## src/design/sat_io_pkg.sv

```systemverilog
// Shared constants and types for the satellite I/O strobe and handshake block.
// Assumes a 10 MHz core clock and an AXI4-Lite register bus with 32-bit data.
package sat_io_pkg;

  // Clock and bit period timing
  localparam int unsigned CLK_PERIOD_PS = 100_000;
  localparam int unsigned BIT_PERIOD_PS = 666_670;     // Slowest network rate
  localparam logic [7:0]  BIT_CYCLES_RST = 8'(BIT_PERIOD_PS / CLK_PERIOD_PS);

  // Widths
  localparam int unsigned IO_W    = 16;
  localparam int unsigned ADDR_W  = 6;
  localparam int unsigned CMD_W   = 4;
  localparam int unsigned SYNC_W  = IO_W + ADDR_W + 2;

  // Command codes that request the basic function
  localparam logic [3:0] CMD_BASIC_A = 4'h0;
  localparam logic [3:0] CMD_BASIC_B = 4'h8;

  // Register byte offsets
  localparam logic [7:0] CTRL_OFS    = 8'h00;
  localparam logic [7:0] STATUS_OFS  = 8'h04;
  localparam logic [7:0] OUTWORD_OFS = 8'h08;
  localparam logic [7:0] INWORD_OFS  = 8'h0C;
  localparam logic [7:0] COUNT_OFS   = 8'h10;

  // Status field positions
  localparam int unsigned STAT_ORDER_BIT = 8;
  localparam int unsigned STAT_HS_BIT    = 9;
  localparam int unsigned STAT_BUSY_BIT  = 10;

  // AXI responses
  localparam logic [1:0] RESP_OKAY   = 2'b00;
  localparam logic [1:0] RESP_SLVERR = 2'b10;

  // Reset values
  localparam logic [15:0] WORD_RST = 16'h0000;

  typedef enum logic [2:0] {S_IDLE, S_FIRST, S_GAP, S_SECOND, S_RESP} seq_t;

endpackage : sat_io_pkg

```

## src/design/sat_io_sync.sv

```systemverilog
// Two flip-flop synchroniser for a bundle of pin levels.
// Assumes each bit is a slow level; bits are not coherent with each other.
`timescale 1ns/1ps
module sat_io_sync #(
  parameter int unsigned WIDTH = 8
) (
  input  wire logic             core_clk,
  input  wire logic             reset,
  input  wire logic [WIDTH-1:0] pinIn,
  output logic      [WIDTH-1:0] pinSync
);

  logic [WIDTH-1:0] stage1_reg;
  logic [WIDTH-1:0] stage2_reg;

  // First stage is read only by the second stage
  always_ff @(posedge core_clk) begin
    if (reset) begin
      stage1_reg <= '0;
      stage2_reg <= '0;
    end else begin
      stage1_reg <= pinIn;
      stage2_reg <= stage1_reg;
    end
  end

  assign pinSync = stage2_reg;

endmodule : sat_io_sync

```

## src/design/sat_io_strobe.sv

```systemverilog
// Strobe and handshake logic of a network satellite I/O device, with AXI4-Lite registers.
// Assumes an upstream receiver hands over each correctly received command packet
// as a one-cycle pulse on the core clock, and a transmitter takes the response word.
//
// What this block does
// - Self-addressed packet data drives parallel outputs.
// - Update strobe pulses; outputs change mid-pulse.
// - Update strobe regardless of command code.
// - Update strobe even when word unchanged.
// - Codes 0 or 8 sample sixteen inputs.
// - Sample strobe pulses; inputs captured mid-pulse.
// - Order select low samples first, high updates first.
// - Handshake enabled while handshake select low.
// - Packet tells whether last response arrived.
// - Handshake on: sample only after good response.
// - Handshake on, bad response: resend old word.
// - Handshake off: codes 0 or 8 always sample afresh.
// - Handshake on, other codes: no sample strobe.
// - Address must equal address-set pins value.
// - Strobes high for two bit periods.
// - Other codes send zero input data.
//
// Decided for this implementation: the AXI4-Lite register port and the register offsets.
`timescale 1ns/1ps
module sat_io_strobe (
  input  wire logic                            core_clk,
  input  wire logic                            reset,
  // Decoded command packet from the receiver
  input  wire logic                            pktValid,
  input  wire logic [sat_io_pkg::ADDR_W-1:0]   pktAddr,
  input  wire logic [sat_io_pkg::CMD_W-1:0]    pktCmd,
  input  wire logic [sat_io_pkg::IO_W-1:0]     pktData,
  input  wire logic                            pktPrevRespOk,
  output logic                                 pktBusy,
  // Response word to the transmitter
  output logic                                 respValid,
  output logic [sat_io_pkg::IO_W-1:0]          respData,
  // Pins
  input  wire logic [sat_io_pkg::ADDR_W-1:0]   addressSetPins,
  input  wire logic                            strobeOrderSelect,
  input  wire logic                            handshakeSelect,
  input  wire logic [sat_io_pkg::IO_W-1:0]     parallelInPins,
  output logic [sat_io_pkg::IO_W-1:0]          parallelOutPins,
  output logic                                 outputUpdateStrobe,
  output logic                                 inputSampleStrobe,
  // AXI4-Lite slave
  input  wire logic [7:0]                      s_axi_awaddr,
  input  wire logic                            s_axi_awvalid,
  output logic                                 s_axi_awready,
  input  wire logic [31:0]                     s_axi_wdata,
  input  wire logic [3:0]                      s_axi_wstrb,
  input  wire logic                            s_axi_wvalid,
  output logic                                 s_axi_wready,
  output logic [1:0]                           s_axi_bresp,
  output logic                                 s_axi_bvalid,
  input  wire logic                            s_axi_bready,
  input  wire logic [7:0]                      s_axi_araddr,
  input  wire logic                            s_axi_arvalid,
  output logic                                 s_axi_arready,
  output logic [31:0]                          s_axi_rdata,
  output logic [1:0]                           s_axi_rresp,
  output logic                                 s_axi_rvalid,
  input  wire logic                            s_axi_rready
);

  import sat_io_pkg::*;

  typedef struct packed {
    seq_t        st;
    logic [8:0]  cnt;
    logic [7:0]  bitCycles;
    logic [15:0] pendData;
    logic        basicCmd;
    logic        doSample;
    logic        firstIsSample;
    logic [15:0] outWord;
    logic [15:0] inWord;
    logic        outStb;
    logic        inStb;
    logic        busy;
    logic        respValid;
    logic [15:0] respData;
    logic [15:0] updCount;
    logic [15:0] smpCount;
    logic        awReady;
    logic        wReady;
    logic [7:0]  awAddr;
    logic [31:0] wData;
    logic [3:0]  wStrb;
    logic        bValid;
    logic [1:0]  bResp;
    logic        arReady;
    logic        rValid;
    logic [31:0] rData;
    logic [1:0]  rResp;
  } state_t;

  state_t cur_reg;
  state_t cur_next;

  logic [SYNC_W-1:0] pinSync;
  logic [IO_W-1:0]   inSync;
  logic [ADDR_W-1:0] satAddr;
  logic              orderSync;
  logic              hsSync;

  // Pin levels cross into the core clock
  sat_io_sync #(
    .WIDTH (SYNC_W)
  ) u_sync (
    .core_clk (core_clk),
    .reset    (reset),
    .pinIn    ({handshakeSelect, strobeOrderSelect, addressSetPins, parallelInPins}),
    .pinSync  (pinSync)
  );

  assign inSync    = pinSync[IO_W-1:0];
  assign satAddr   = pinSync[IO_W+ADDR_W-1:IO_W];
  assign orderSync = pinSync[IO_W+ADDR_W];
  assign hsSync    = pinSync[IO_W+ADDR_W+1];

  // Next-state logic for sequencer and register bus
  always_comb begin
    logic [8:0]  bc;
    logic [8:0]  halfEnd;
    logic [8:0]  fullEnd;
    logic        basic;
    logic        hsOn;
    logic        midAct;
    logic        wrAddrOk;
    logic [31:0] rdVal;
    logic        rdOk;
    bc       = 9'd0;
    halfEnd  = 9'd0;
    fullEnd  = 9'd0;
    basic    = 1'b0;
    hsOn     = 1'b0;
    midAct   = 1'b0;
    wrAddrOk = 1'b0;
    rdVal    = 32'h0000_0000;
    rdOk     = 1'b0;
    cur_next = cur_reg;
    cur_next.respValid = 1'b0;

    // Effective bit period, never below one cycle
    bc = (cur_reg.bitCycles == 8'h00) ? 9'd1 : {1'b0, cur_reg.bitCycles};
    halfEnd = bc - 9'd1;
    fullEnd = 9'((bc << 1) - 9'd1);

    unique case (cur_reg.st)
      S_IDLE: begin
        // Packets offered while busy are dropped, never queued
        // address match against pins
        if (pktValid && (pktAddr == satAddr)) begin
          basic = (pktCmd == CMD_BASIC_A) || (pktCmd == CMD_BASIC_B);
          hsOn = !hsSync;
          cur_next.basicCmd = basic;
          // previous response status / sampling decision
          cur_next.doSample = basic && (!hsOn || pktPrevRespOk);
          cur_next.firstIsSample = !orderSync && basic && (!hsOn || pktPrevRespOk);
          cur_next.pendData = pktData;
          cur_next.cnt = 9'd0;
          cur_next.st = S_FIRST;
        end
      end
      S_FIRST, S_SECOND: begin
        midAct = (cur_reg.cnt == halfEnd);
        if (midAct) begin
          if ((cur_reg.st == S_FIRST) == cur_reg.firstIsSample) begin
            cur_next.inWord = inSync;
            cur_next.smpCount = cur_reg.smpCount + 16'h0001;
          end else begin
            cur_next.outWord = cur_reg.pendData;
            cur_next.updCount = cur_reg.updCount + 16'h0001;
          end
        end
        if (cur_reg.cnt == fullEnd) begin
          cur_next.cnt = 9'd0;
          // one strobe of each kind at most
          if (cur_reg.st == S_FIRST && (cur_reg.firstIsSample || cur_reg.doSample)) begin
            cur_next.st = S_GAP;
          end else begin
            cur_next.st = S_RESP;
          end
        end else begin
          cur_next.cnt = cur_reg.cnt + 9'd1;
        end
      end
      S_GAP: begin
        if (cur_reg.cnt == halfEnd) begin
          cur_next.cnt = 9'd0;
          cur_next.st = S_SECOND;
        end else begin
          cur_next.cnt = cur_reg.cnt + 9'd1;
        end
      end
      S_RESP: begin
        cur_next.respValid = 1'b1;
        // held word resent / zero for other codes
        cur_next.respData = cur_reg.basicCmd ? cur_reg.inWord : WORD_RST;
        cur_next.st = S_IDLE;
      end
    endcase

    // update strobe in every packet's update phase
    cur_next.outStb = ((cur_next.st == S_FIRST) && !cur_next.firstIsSample) ||
                      ((cur_next.st == S_SECOND) && cur_next.firstIsSample);
    cur_next.inStb  = ((cur_next.st == S_FIRST) && cur_next.firstIsSample) ||
                      ((cur_next.st == S_SECOND) && !cur_next.firstIsSample);
    cur_next.busy   = (cur_next.st != S_IDLE);

    // Only the control register is writable; other offsets answer with an error
    // Write address and data taken in either order
    if (s_axi_awvalid && cur_reg.awReady) begin
      cur_next.awAddr = s_axi_awaddr;
      cur_next.awReady = 1'b0;
    end
    if (s_axi_wvalid && cur_reg.wReady) begin
      cur_next.wData = s_axi_wdata;
      cur_next.wStrb = s_axi_wstrb;
      cur_next.wReady = 1'b0;
    end
    // Write performed once both halves are held
    if (!cur_reg.awReady && !cur_reg.wReady && !cur_reg.bValid) begin
      wrAddrOk = (cur_reg.awAddr == CTRL_OFS);
      if (wrAddrOk && cur_reg.wStrb[0]) begin
        cur_next.bitCycles = cur_reg.wData[7:0];
      end
      cur_next.bValid = 1'b1;
      cur_next.bResp = wrAddrOk ? RESP_OKAY : RESP_SLVERR;
    end
    if (cur_reg.bValid && s_axi_bready) begin
      cur_next.bValid = 1'b0;
      cur_next.awReady = 1'b1;
      cur_next.wReady = 1'b1;
    end

    // Read decode
    if (s_axi_arvalid && cur_reg.arReady) begin
      rdOk = 1'b1;
      unique case (s_axi_araddr)
        CTRL_OFS:    rdVal = {24'h00_0000, cur_reg.bitCycles};
        STATUS_OFS: begin
          rdVal = {26'h000_0000, satAddr};
          rdVal[STAT_ORDER_BIT] = orderSync;
          rdVal[STAT_HS_BIT] = hsSync;
          rdVal[STAT_BUSY_BIT] = cur_reg.busy;
        end
        OUTWORD_OFS: rdVal = {16'h0000, cur_reg.outWord};
        INWORD_OFS:  rdVal = {16'h0000, cur_reg.inWord};
        COUNT_OFS:   rdVal = {cur_reg.smpCount, cur_reg.updCount};
        default:     rdOk = 1'b0;
      endcase
      cur_next.rData = rdVal;
      cur_next.rResp = rdOk ? RESP_OKAY : RESP_SLVERR;
      cur_next.rValid = 1'b1;
      cur_next.arReady = 1'b0;
    end
    if (cur_reg.rValid && s_axi_rready) begin
      cur_next.rValid = 1'b0;
      cur_next.arReady = 1'b1;
    end
  end

  // State register with synchronous reset
  always_ff @(posedge core_clk) begin
    if (reset) begin
      cur_reg <= '{
        st: S_IDLE, cnt: 9'd0, bitCycles: BIT_CYCLES_RST, pendData: WORD_RST,
        basicCmd: 1'b0, doSample: 1'b0, firstIsSample: 1'b0,
        outWord: WORD_RST, inWord: WORD_RST, outStb: 1'b0, inStb: 1'b0,
        busy: 1'b0, respValid: 1'b0, respData: WORD_RST,
        updCount: 16'h0000, smpCount: 16'h0000,
        awReady: 1'b1, wReady: 1'b1, awAddr: 8'h00, wData: 32'h0000_0000,
        wStrb: 4'h0, bValid: 1'b0, bResp: RESP_OKAY, arReady: 1'b1,
        rValid: 1'b0, rData: 32'h0000_0000, rResp: RESP_OKAY
      };
    end else begin
      cur_reg <= cur_next;
    end
  end

  // Outputs straight from state flops
  assign pktBusy            = cur_reg.busy;
  assign respValid          = cur_reg.respValid;
  assign respData           = cur_reg.respData;
  assign parallelOutPins    = cur_reg.outWord;
  assign outputUpdateStrobe = cur_reg.outStb;
  assign inputSampleStrobe  = cur_reg.inStb;
  assign s_axi_awready      = cur_reg.awReady;
  assign s_axi_wready       = cur_reg.wReady;
  assign s_axi_bvalid       = cur_reg.bValid;
  assign s_axi_bresp        = cur_reg.bResp;
  assign s_axi_arready      = cur_reg.arReady;
  assign s_axi_rvalid       = cur_reg.rValid;
  assign s_axi_rdata        = cur_reg.rData;
  assign s_axi_rresp        = cur_reg.rResp;

endmodule : sat_io_strobe

```

## config.mk

```make
export PLATFORM = sky130hd
export DESIGN_NAME = sat_io_strobe
export DESIGN_NICKNAME = d
export VERILOG_FILES = /design/src/design/sat_io_pkg.sv /design/src/design/sat_io_sync.sv /design/src/design/sat_io_strobe.sv
export SDC_FILE = /design/constraint.sdc
export NUM_CORES = 1
export LEC_CHECK = 0
export BUFFER_PORTS_ARGS = -buffer_cell sky130_fd_sc_hd__buf_2
export CAP_MARGIN = 30
export CORE_UTILIZATION = 45
export CTS_CLUSTER_DIAMETER = 200
export DETAILED_ROUTE_END_ITERATION = 10
export MAX_ROUTING_LAYER = met4
export PLACE_DENSITY = 0.76
export SYNTH_ARGS = -nofsm -noshare
export SYNTH_HDL_FRONTEND = slang
export SYNTH_SLANG_ARGS = --single-unit
```

## constraint.sdc

```tcl
create_clock -name core_clk -period 4.5 [get_ports core_clk]
set_clock_uncertainty 0.1 [all_clocks]
set_input_delay 0.45 -clock core_clk [delete_from_list [all_inputs] [get_ports core_clk]]
set_output_delay 0.45 -clock core_clk [all_outputs]
set_load 0.1 [all_outputs]
```

-- Word-level counts from Yosys, hierarchy flattened
Cells that the tools add are included.
- register bits after elaboration: 229
- bits in latches: 0
- RAM bits: 0
- memory bits (read-only): 0
- input bits: 111
- word-level logic and storage cells: 112
- memories kept: 0
- $add $sub $neg: 5
- $mul: 0
- divide/modulo/power cells: 0
- $lt $le $gt $ge: 0
- equality and inequality tests: 16
- shifts and indexed selects: 0
- mux-type cells: 18
- bitwise gates (word level): 1
- reductions and logical operators: 43
- operators with widths (kind ; number):
    32-bit case mux with 5 select lines ; 1
    16-bit by 1-bit adder with 16-bit output (second input constant) ; 2
    9-bit case mux with 3 select lines ; 1
    8-bit zero test ; 3
    9-bit == test ; 2
    9-bit 2-to-1 mux ; 2
    1-bit logical AND ; 17
    17-bit 2-to-1 mux ; 1
    8-bit by 4-bit == test with 1-bit output (second input constant) ; 2
    16-bit 2-to-1 mux ; 1
    12-bit 2-to-1 mux ; 1
    3-bit case mux with 4 select lines ; 1
    9-bit by 1-bit adder with 9-bit output (second input constant) ; 1
    3-bit by 2-bit == test with 1-bit output (second input constant) ; 3
    3-bit 2-to-1 mux ; 3
    8-bit by 1-bit subtractor with 9-bit output (second input constant) ; 1
    9-bit by 1-bit subtractor with 9-bit output (second input constant) ; 1
    8-bit by 3-bit == test with 1-bit output (second input constant) ; 1
    8-bit by 5-bit == test with 1-bit output (second input constant) ; 1
    8-bit 2-to-1 mux ; 1
    3-bit by 1-bit == test with 1-bit output (second input constant) ; 2
    6-bit == test ; 1
    2-bit AND reduction ; 3
    3-bit AND reduction ; 2
    14 further kinds ; 29

-- Longest topological paths before layout
Gate-level depths: netlist (run 1).
- depth after elaboration: 9
- mapped depth: 13

-- Hierarchy
From an unflattened synthesis (run 1), not the netlist that was laid out.
- cell total of the unflattened synthesis: 1077
- area total of the unflattened synthesis: 9546.7 sq um
- modules (own cells, without submodules) (module ; times used ; cells an instance ; area an instance (sq um) ; sequential area each (sq um)):
    sat_io_strobe ; 1 ; 976 ; 8241.7 ; 3583.4
    sat_io_sync ; 1 ; 101 ; 1305.0 ; 960.9

-- Worst setup path before layout (run 1)
No wires, ideal clock.
- path kind: register -> register
- start: register cur_reg[193] in the netlist's numbering
- end: register cur_reg[93] in the netlist's numbering
- setup time: 121 ps
- data arrival time: 3323 ps
- required time: 4279 ps
- slack: 956 ps
- cell stages (with the launch flop): 13
- path through: dfxtp_1 > clkbuf_1 > nor4_1 > a31oi_1 > ha_1 > nor3b_2 > nand2_1 > xor2_1 > nand4_1 > or4_4 > buf_6 > nor4_1 > mux2_2
- longest elaborated chain between the ends: 5
- RTL lines (element ; line ; RTL):
    start: declaration ; sat_io_strobe.sv:98 ; state_t cur_reg;
    start signal: assignment ; sat_io_strobe.sv:268 ; cur_reg <= '{
    start signal: assignment ; sat_io_strobe.sv:279 ; cur_reg <= cur_next;
    8-bit zero test ; sat_io_strobe.sv:146 ; bc = (cur_reg.bitCycles == 8'h00) ? 9'd1 : {1'b0, cur_reg.bitCycles};
    8-bit 2-to-1 mux (*) ; sat_io_strobe.sv:146 ;
    8-bit by 1-bit subtractor with 9-bit output (*) ; sat_io_strobe.sv:147 ; halfEnd = bc - 9'd1;
    9-bit == test (*) ; sat_io_strobe.sv:167 ; midAct = (cur_reg.cnt == halfEnd);
    3-bit AND reduction (no source line) (*) ; n/a ;
Mark *: on every way between the ends. The rest lies on a longest branch, timed or not.
A chain may end at the register's enable or synchronous reset.

-- Worst setup path in the final report (run 1)
Ends and elaborated chain as after synthesis.

==> metrics.md, run 1 <==
| Metric | Value |
|---|---|
| Nets | 1,318 |
| PwrDens | 382 nW/µm² |
| Die H | 152 µm |
| Die Footprint | 23,000 µm² |
| IO Count | 188 |
| CTS tree | done |
| Vias in the first global route | 7,455 |
| Most common cell after layout, fill and taps aside | dfxtp_1 |
| Fin crit period | 4.14 ns |
| CTS buffer count | 24 |
| Total GRT Usage | 0.223 |
| Worst hold slack | 0.0329 ns |
| Max reg flops | 104 |
| Total Wirelength | 24.9 mm |
| GRT Residual Overflow | 0 |
| First-pass GRT wire length | 39.5 mm |
| Slew Limit Fails | 0 |
| Critical path startpoint category | flop |
| VDD IR max | 0.264 mV |
| Final setup viols | 0 |
| Syn-to-layout area delta | 12.1% |
| # hold bufs at CTS | 0 |
| Mapped Cells | 1,162 |
| Reg-to-reg startpoint | cur_reg[193] |
| Starting density of the core | 0.460 |
| Rows | 54 |
| Arr. time, crit path | 4.45 ns |
| DRC | 0 |
| Clk pin slew, worst setup/hold paths | 0.06 ns |
| Sink Count | 227 |
| FF+latch count, synth | 227 |
| Critical path's top delay family | simple AND/OR/NAND/NOR gates |
| DRT Pass-1 Iters | 5 |
| Clock Tree Root | clkbuf_16 |
| Critical-path cell list | nor4_1 > a31oi_1 > ha_1 > nor3b_2 > nand2_1 > xor2_1 > nand4_1 > or4_4 > nor4_1 > mux2_2 |
| Crit path kind | reg -> reg |
| Antenna violations before repair | 0 |
| Period Utilization, post-route | 0.921 |
| HP Start | parallelInPins[8] |
| Routability cong. | 0.917 |
| WP data required | 4.81 ns |
| Pin count of the biggest net entering global routing | 86 |
| Share of layout cells above drive strength 1 | 0.210 |
| Design Area, Final | 11,300 µm² |
| Die X | 152 µm |
| Commonest non-fill, non-tap cells in the layout | 227 x dfxtp_1, 156 x buf_2, 108 x nand2_1, 97 x a21oi_1, 86 x nand3_1 |
| Static Leak | 4.50 nW |
| Final Hold Viols | 0 |
| Clk Latency, worst-skew pair | 0.52 ns |
| WP buf/inv | 0 |
| Crit-path max cell delay | 0.76 ns |
| H-Tree Depth | 1 |
| DR vias/cell | 5.49 |
| Unrepaired setup endpoints after global routing | false |
| Most used DFF post-synth | dfxtp_1 |
| TNS Setup | 0 ns |
| Mean area per synthesized cell | 8.66 µm² |
| Yosys Warn Count | 0 |
| Via count | 8,217 |
| Fin cells | 1,496 |
| Post-CTS sizing | 0 |
| Status | completed |
| Number of enable flip-flop cells after synthesis | 0 |
| Maxcap violations | 0 |
| Critical path origin | cur_reg[193] |
| Placed inst area | 10,500 µm² |
| IO buf count | 157 |
| Setup bufs post-CTS | 0 |
| Core area | 21,900 µm² |
| Min-Delay Path Class | in -> reg |
| DRT iter0 DRCs | 664 |
| Worst setup EP type | flop |
| Netlist cell types | 57 |
| Sequential element share of the synthesized area | 0.451 |
| Post-synthesis instance area | 10,100 µm² |
| Slew headroom | 0.333 |
| Crit path top cell by count | nor4_1 |
| Slew at the pin closest to its max-slew limit | 1.00 ns |
| WL per Instance | 16.6 µm |
| Clock tree buffer depth | 3 |
| Achievable Freq | 241 MHz |
| Post-route ant nets | 0 |
| Ys async rst share | 0 |
| Hpwl dp | 17.2 mm |
| Crit-path slowest cell | or4_4 |
| Worst Path Max Fanout | 36 |
| # placed instances | 1,457 |
==> logic make-up after synthesis <==
family	share of synthesized area
AO/OA/AOI/OAI	0.157
XOR/XNOR	0.0217
adder cells (fa/ha/maj)	0.00497
buffers and inverters	0.0928
flip-flops	0.451
multiplexers	0.0522
other	0.000372
AND/OR/NAND/NOR	0.219
==> cell type report <==
type,count,area [µm²]
multi-input combinational,765,4640
clock buffer,30,623
timing repair buffer,173,928
clock inverter,8,155
antenna,1,2.50
sequential,227,4540
inverter,12,45.0
tap,280,350
fill,2088,10600
==> through the flow <==
step | utilization | setup slack (ns) | total power [W]
after floorplan | - | 0.956 | 0.00230
after global placement | 0.479 | 0.508 | 0.00237
after detailed placement | 0.480 | 0.463 | 0.00237
after CTS | 0.515 | 0.423 | 0.00435
after global routing | 0.515 | 0.134 | 0.00446
final | 0.516 | 0.358 | 0.00431
==> layer usage <==
| metal | vias up | global-route usage | wire [µm] |
|---|---|---|---|
| met5 | - | - | 0 |
| met4 | 0 | 0.0713 | 741 |
| met3 | 55 | 0.0401 | 1800 |
| met2 | 288 | 0.346 | 11300 |
| met1 | 3789 | 0.293 | 11000 |
| li1 | 4085 | - | - |
==> power breakdown <==
group	switching (W)	internal, W	leakage (nW)
sequential	0.0000231	0.00205	1.84
combinational	0.000179	0.0000762	2.28
clock	0.000775	0.00120	0.378
total	0.000977	0.00333	4.50
==> worst paths after layout <==
kind	cells past startpoint	slack (ns)	end
max	10	0.36	cur_reg[93]
max reg2reg	10	0.36	cur_reg[93]
min reg2reg	1	0.33	u_sync.pinSync[21]
min	2	0.03	u_sync.stage1_reg[8]
==> synth_stat cells (13+ instances only) <==
cell type | instances | area, µm²
nand4_1 | 20 | 125
buf_4 | 68 | 510
mux2i_1 | 21 | 210
nor2_1 | 71 | 267
nor2b_1 | 70 | 438
mux2_2 | 25 | 282
o21ai_0 | 65 | 325
o41ai_1 | 13 | 114
a21oi_1 | 97 | 485
nand3_1 | 86 | 430
or2_2 | 13 | 81.3
nand2_1 | 108 | 405
dfxtp_1 | 227 | 4540
xnor2_1 | 17 | 149
a22o_1 | 17 | 149
clkbuf_1 | 74 | 278
a22oi_1 | 17 | 128
==> worst reg2reg max path: cells and delay by family (launching register included) <==
family	cells	cell delay (ns)
compound gates	1	0.36
fa+ha+maj	1	0.31
simple gates	6	2.15
xor+xnor	1	0.17
mux	1	0.37
flops	1	0.58
No activity file was read; power rests on OpenSTA's default activity.
==> inputs of run 2 (changes only) <==
Clock period 4.5 ns to 5.1 ns, I/O delays scaled along.
==> run 2 against run 1 <==
Against the previous run:
- combinational power fell by 12%
- sequential cell count did not move
- sequential power fell by 12%
- count of clock-buffer cells in the layout rose by 3
- total power fell by 5.2%
- die area did not move
- maximum frequency fell by 0.56%
- clock power rose by 3%
==> metrics.md, run 2 (synthesized netlist as in run 1, its figures left out) <==
| Metric | Value |
|---|---|
| Status | completed (unchanged) |
| H-Tree Depth | 1 (unchanged) |
| Unrepaired setup endpoints after global routing | false (unchanged) |
| Rows | 54 (unchanged) |
| Reg-to-reg startpoint | cur_reg[193] (unchanged) |
| Starting density of the core | 0.460 (unchanged) |
| Sw Ratio | 0.227 (about the same) |
| Slew headroom | 0.318 (was 0.333) |
| Hold Path Sink | u_sync.stage1_reg[7] (was u_sync.stage1_reg[8]) |
| Fill cells | 2,056 (was 2,088) |
| Worst Path Max Fanout | 62 (was 36) |
| Commonest non-fill, non-tap cells in the layout | 227 x dfxtp_1, 156 x buf_2, 108 x nand2_1, 97 x a21oi_1, 86 x nand3_1 (unchanged) |
| Worst Hold Depth | 2 (unchanged) |
| CTS buffer count | 25 (was 24) |
| Share of layout cells above drive strength 1 | 0.214 (was 0.210) |
| DRC | 0 (unchanged) |
| Critical path startpoint category | flop (unchanged) |
| Total GRT Usage | 0.222 (was 0.223) |
| WP buf/inv | 0 (unchanged) |
| Min-Delay Path Class | in -> reg (unchanged) |
| Worst r2r dst | cur_reg[93] (unchanged) |
| Arr. time, crit path | 4.49 ns (was 4.45 ns) |
| Crit-path max cell delay | 0.85 ns (was 0.76 ns) |
| PwrDens | 358 nW/µm² (was 382 nW/µm²) |
| Syn-to-layout area delta | 13.1% (was 12.1%) |
| Logic gate share of total power | 0.055 (was 0.059) |
| Fin crit period | 4.17 ns (was 4.14 ns) |
| Worst hold slack | 0.0798 ns (was 0.0329 ns) |
| Int Power | 0.00316 W (was 0.00333 W) |
| Die H | 152 µm (unchanged) |
| Max reg flops | 104 (unchanged) |
| DRT iter0 DRCs | 550 (was 664) |
| VDD IR max | 0.201 mV (was 0.264 mV) |
| WP data required | 5.42 ns (was 4.81 ns) |
| Maxcap violations | 0 (unchanged) |
| Clock Tree Root | clkbuf_16 (unchanged) |
| Worst setup EP type | flop (unchanged) |
| Static Leak | 4.55 nW (was 4.50 nW) |
| Total Wirelength | 25.3 mm (was 24.9 mm) |
| Critical-path cell list | nor4_1 > a31oi_1 > ha_1 > nor3b_2 > nand2_1 > xor2_1 > nand4_1 > or4_4 > nor4_1 > mux2_2 (unchanged) |
| Pin count of the biggest net entering global routing | 110 (was 86) |
| TNS Setup | 0 ns (unchanged) |
| Die Footprint | 23,000 µm² (unchanged) |
| DRT Pass-1 Iters | 5 (unchanged) |
| Achievable Freq | 240 MHz (was 241 MHz) |
| Clk Latency, worst-skew pair | 0.54 ns (was 0.52 ns) |
| DR vias/cell | 5.54 (was 5.49) |
| Setup bufs post-CTS | 0 (unchanged) |
| Switching power | 0.000925 W (was 0.000977 W) |
| Final core occ | 0.520 (was 0.516) |
| Share of power burned in registers | 0.448 (was 0.481) |
| IO Count | 188 (unchanged) |
| Slew Limit Fails | 0 (unchanged) |
| Clock share of power | 0.497 (was 0.459) |
| Setup WS post-layout | 0.934 ns (was 0.358 ns) |
| # hold bufs at CTS | 0 (unchanged) |
| Final Hold Viols | 0 (unchanged) |
| R2R setup slack | 0.93 ns (was 0.36 ns) |
| WL per Instance | 16.9 µm (was 16.6 µm) |
| Post-route ant nets | 0 (unchanged) |
| Core area | 21,900 µm² (unchanged) |
| Final setup viols | 0 (unchanged) |
| Slew at the pin closest to its max-slew limit | 1.02 ns (was 1.00 ns) |
| Nets | 1,313 (was 1,318) |
| Worst R2R Path Depth | 10 (unchanged) |
| Clock tree buffer depth | 3 (unchanged) |
| Routability cong. | 0.911 (was 0.917) |
| Die X | 152 µm (unchanged) |
| Critical path's top delay family | simple AND/OR/NAND/NOR gates (unchanged) |
| Clk pin slew, worst setup/hold paths | 0.06 ns (about the same) |
| Crit path top cell by count | nor4_1 (unchanged) |
| Crit path kind | reg -> reg (unchanged) |
| IO buf count | 157 (unchanged) |
| Via count | 8,293 (was 8,217) |
| First-pass GRT wire length | 39.2 mm (was 39.5 mm) |
| Sink Count | 227 (unchanged) |
| Most common cell after layout, fill and taps aside | dfxtp_1 (unchanged) |
| DP Worst Slack | 0.955 ns (was 0.463 ns) |
| Post-CTS sizing | 0 (unchanged) |
| CTS tree | done (unchanged) |
| Crit-path slowest cell | or4_4 (unchanged) |
| Hpwl dp | 16.9 mm (was 17.2 mm) |
| Period Utilization, post-route | 0.817 (was 0.921) |
| Vias in the first global route | 7,510 (was 7,455) |
| HP Start | parallelInPins[7] (was parallelInPins[8]) |
| GRT Residual Overflow | 0 (unchanged) |
| Antenna violations before repair | 0 (unchanged) |
==> run 2: area by class of cell <==
type / count / area [µm²] / area share
multi-input cells: 765 / 4640 / 0.407
flip-flops and latches: 227 / 4540 / 0.399
repair buffers: 167 / 867 / 0.0761
clock buffers: 33 / 706 / 0.0620
well taps: 280 / 350 / 0.0308
clock inverters: 13 / 235 / 0.0207
inverters: 12 / 45.0 / 0.00396
diodes: 1 / 2.50 / 0.000220
==> run 2: worst max path at each step <==
stage / start / end / slack (ns) / depth (start not counted)
finish: cur_reg[193] / cur_reg[93] / 0.93 / 10
global route: cur_reg[192] / cur_reg[93] / 0.56 / 10
CTS: cur_reg[193] / cur_reg[93] / 0.92 / 10
detailed placement: cur_reg[193] / cur_reg[93] / 0.95 / 10
global placement: cur_reg[193] / cur_reg[93] / 1.01 / 10
floorplan: cur_reg[193] / cur_reg[93] / 1.56 / 12
==> run 2: per-stage QoR <==
| step | area [µm²] | instances | total power (W) |
|---|---|---|---|
| floorplan | 10100 | 1163 | 0.00203 |
| CTS | 11400 | 1497 | 0.00412 |
| global placement | 10400 | 1451 | 0.00209 |
| global route | 11400 | 1497 | 0.00421 |
| finish | 11400 | 1498 | 0.00408 |
| detailed placement | 10400 | 1451 | 0.00209 |
==> run 2: per-layer routing <==
layer  GRT usage  share of wire
met2       0.342           0.46
met5           -              0
met4      0.0946          0.040
met1       0.286           0.43
met3      0.0386          0.070
==> run 2: power by group through the flow <==
stage	Combinational (W)	Clock (W)	Sequential [W]
floorplan	0.000151	0	0.00188
global placement	0.000224	0	0.00187
detailed placement	0.000226	0	0.00187
CTS	0.000227	0.00207	0.00183
global route	0.000245	0.00213	0.00183
finish	0.000226	0.00203	0.00183
==> run 2: worst register-to-register path: stages (launching register included) <==
cell and delay (ns):
dfxtp_1 0.57, nor4_1 0.16, a31oi_1 0.34, ha_1 0.31, nor3b_2 0.42, nand2_1 0.13, xor2_1 0.17, nand4_1 0.24
or4_4 0.85, nor4_1 0.39, mux2_2 0.36
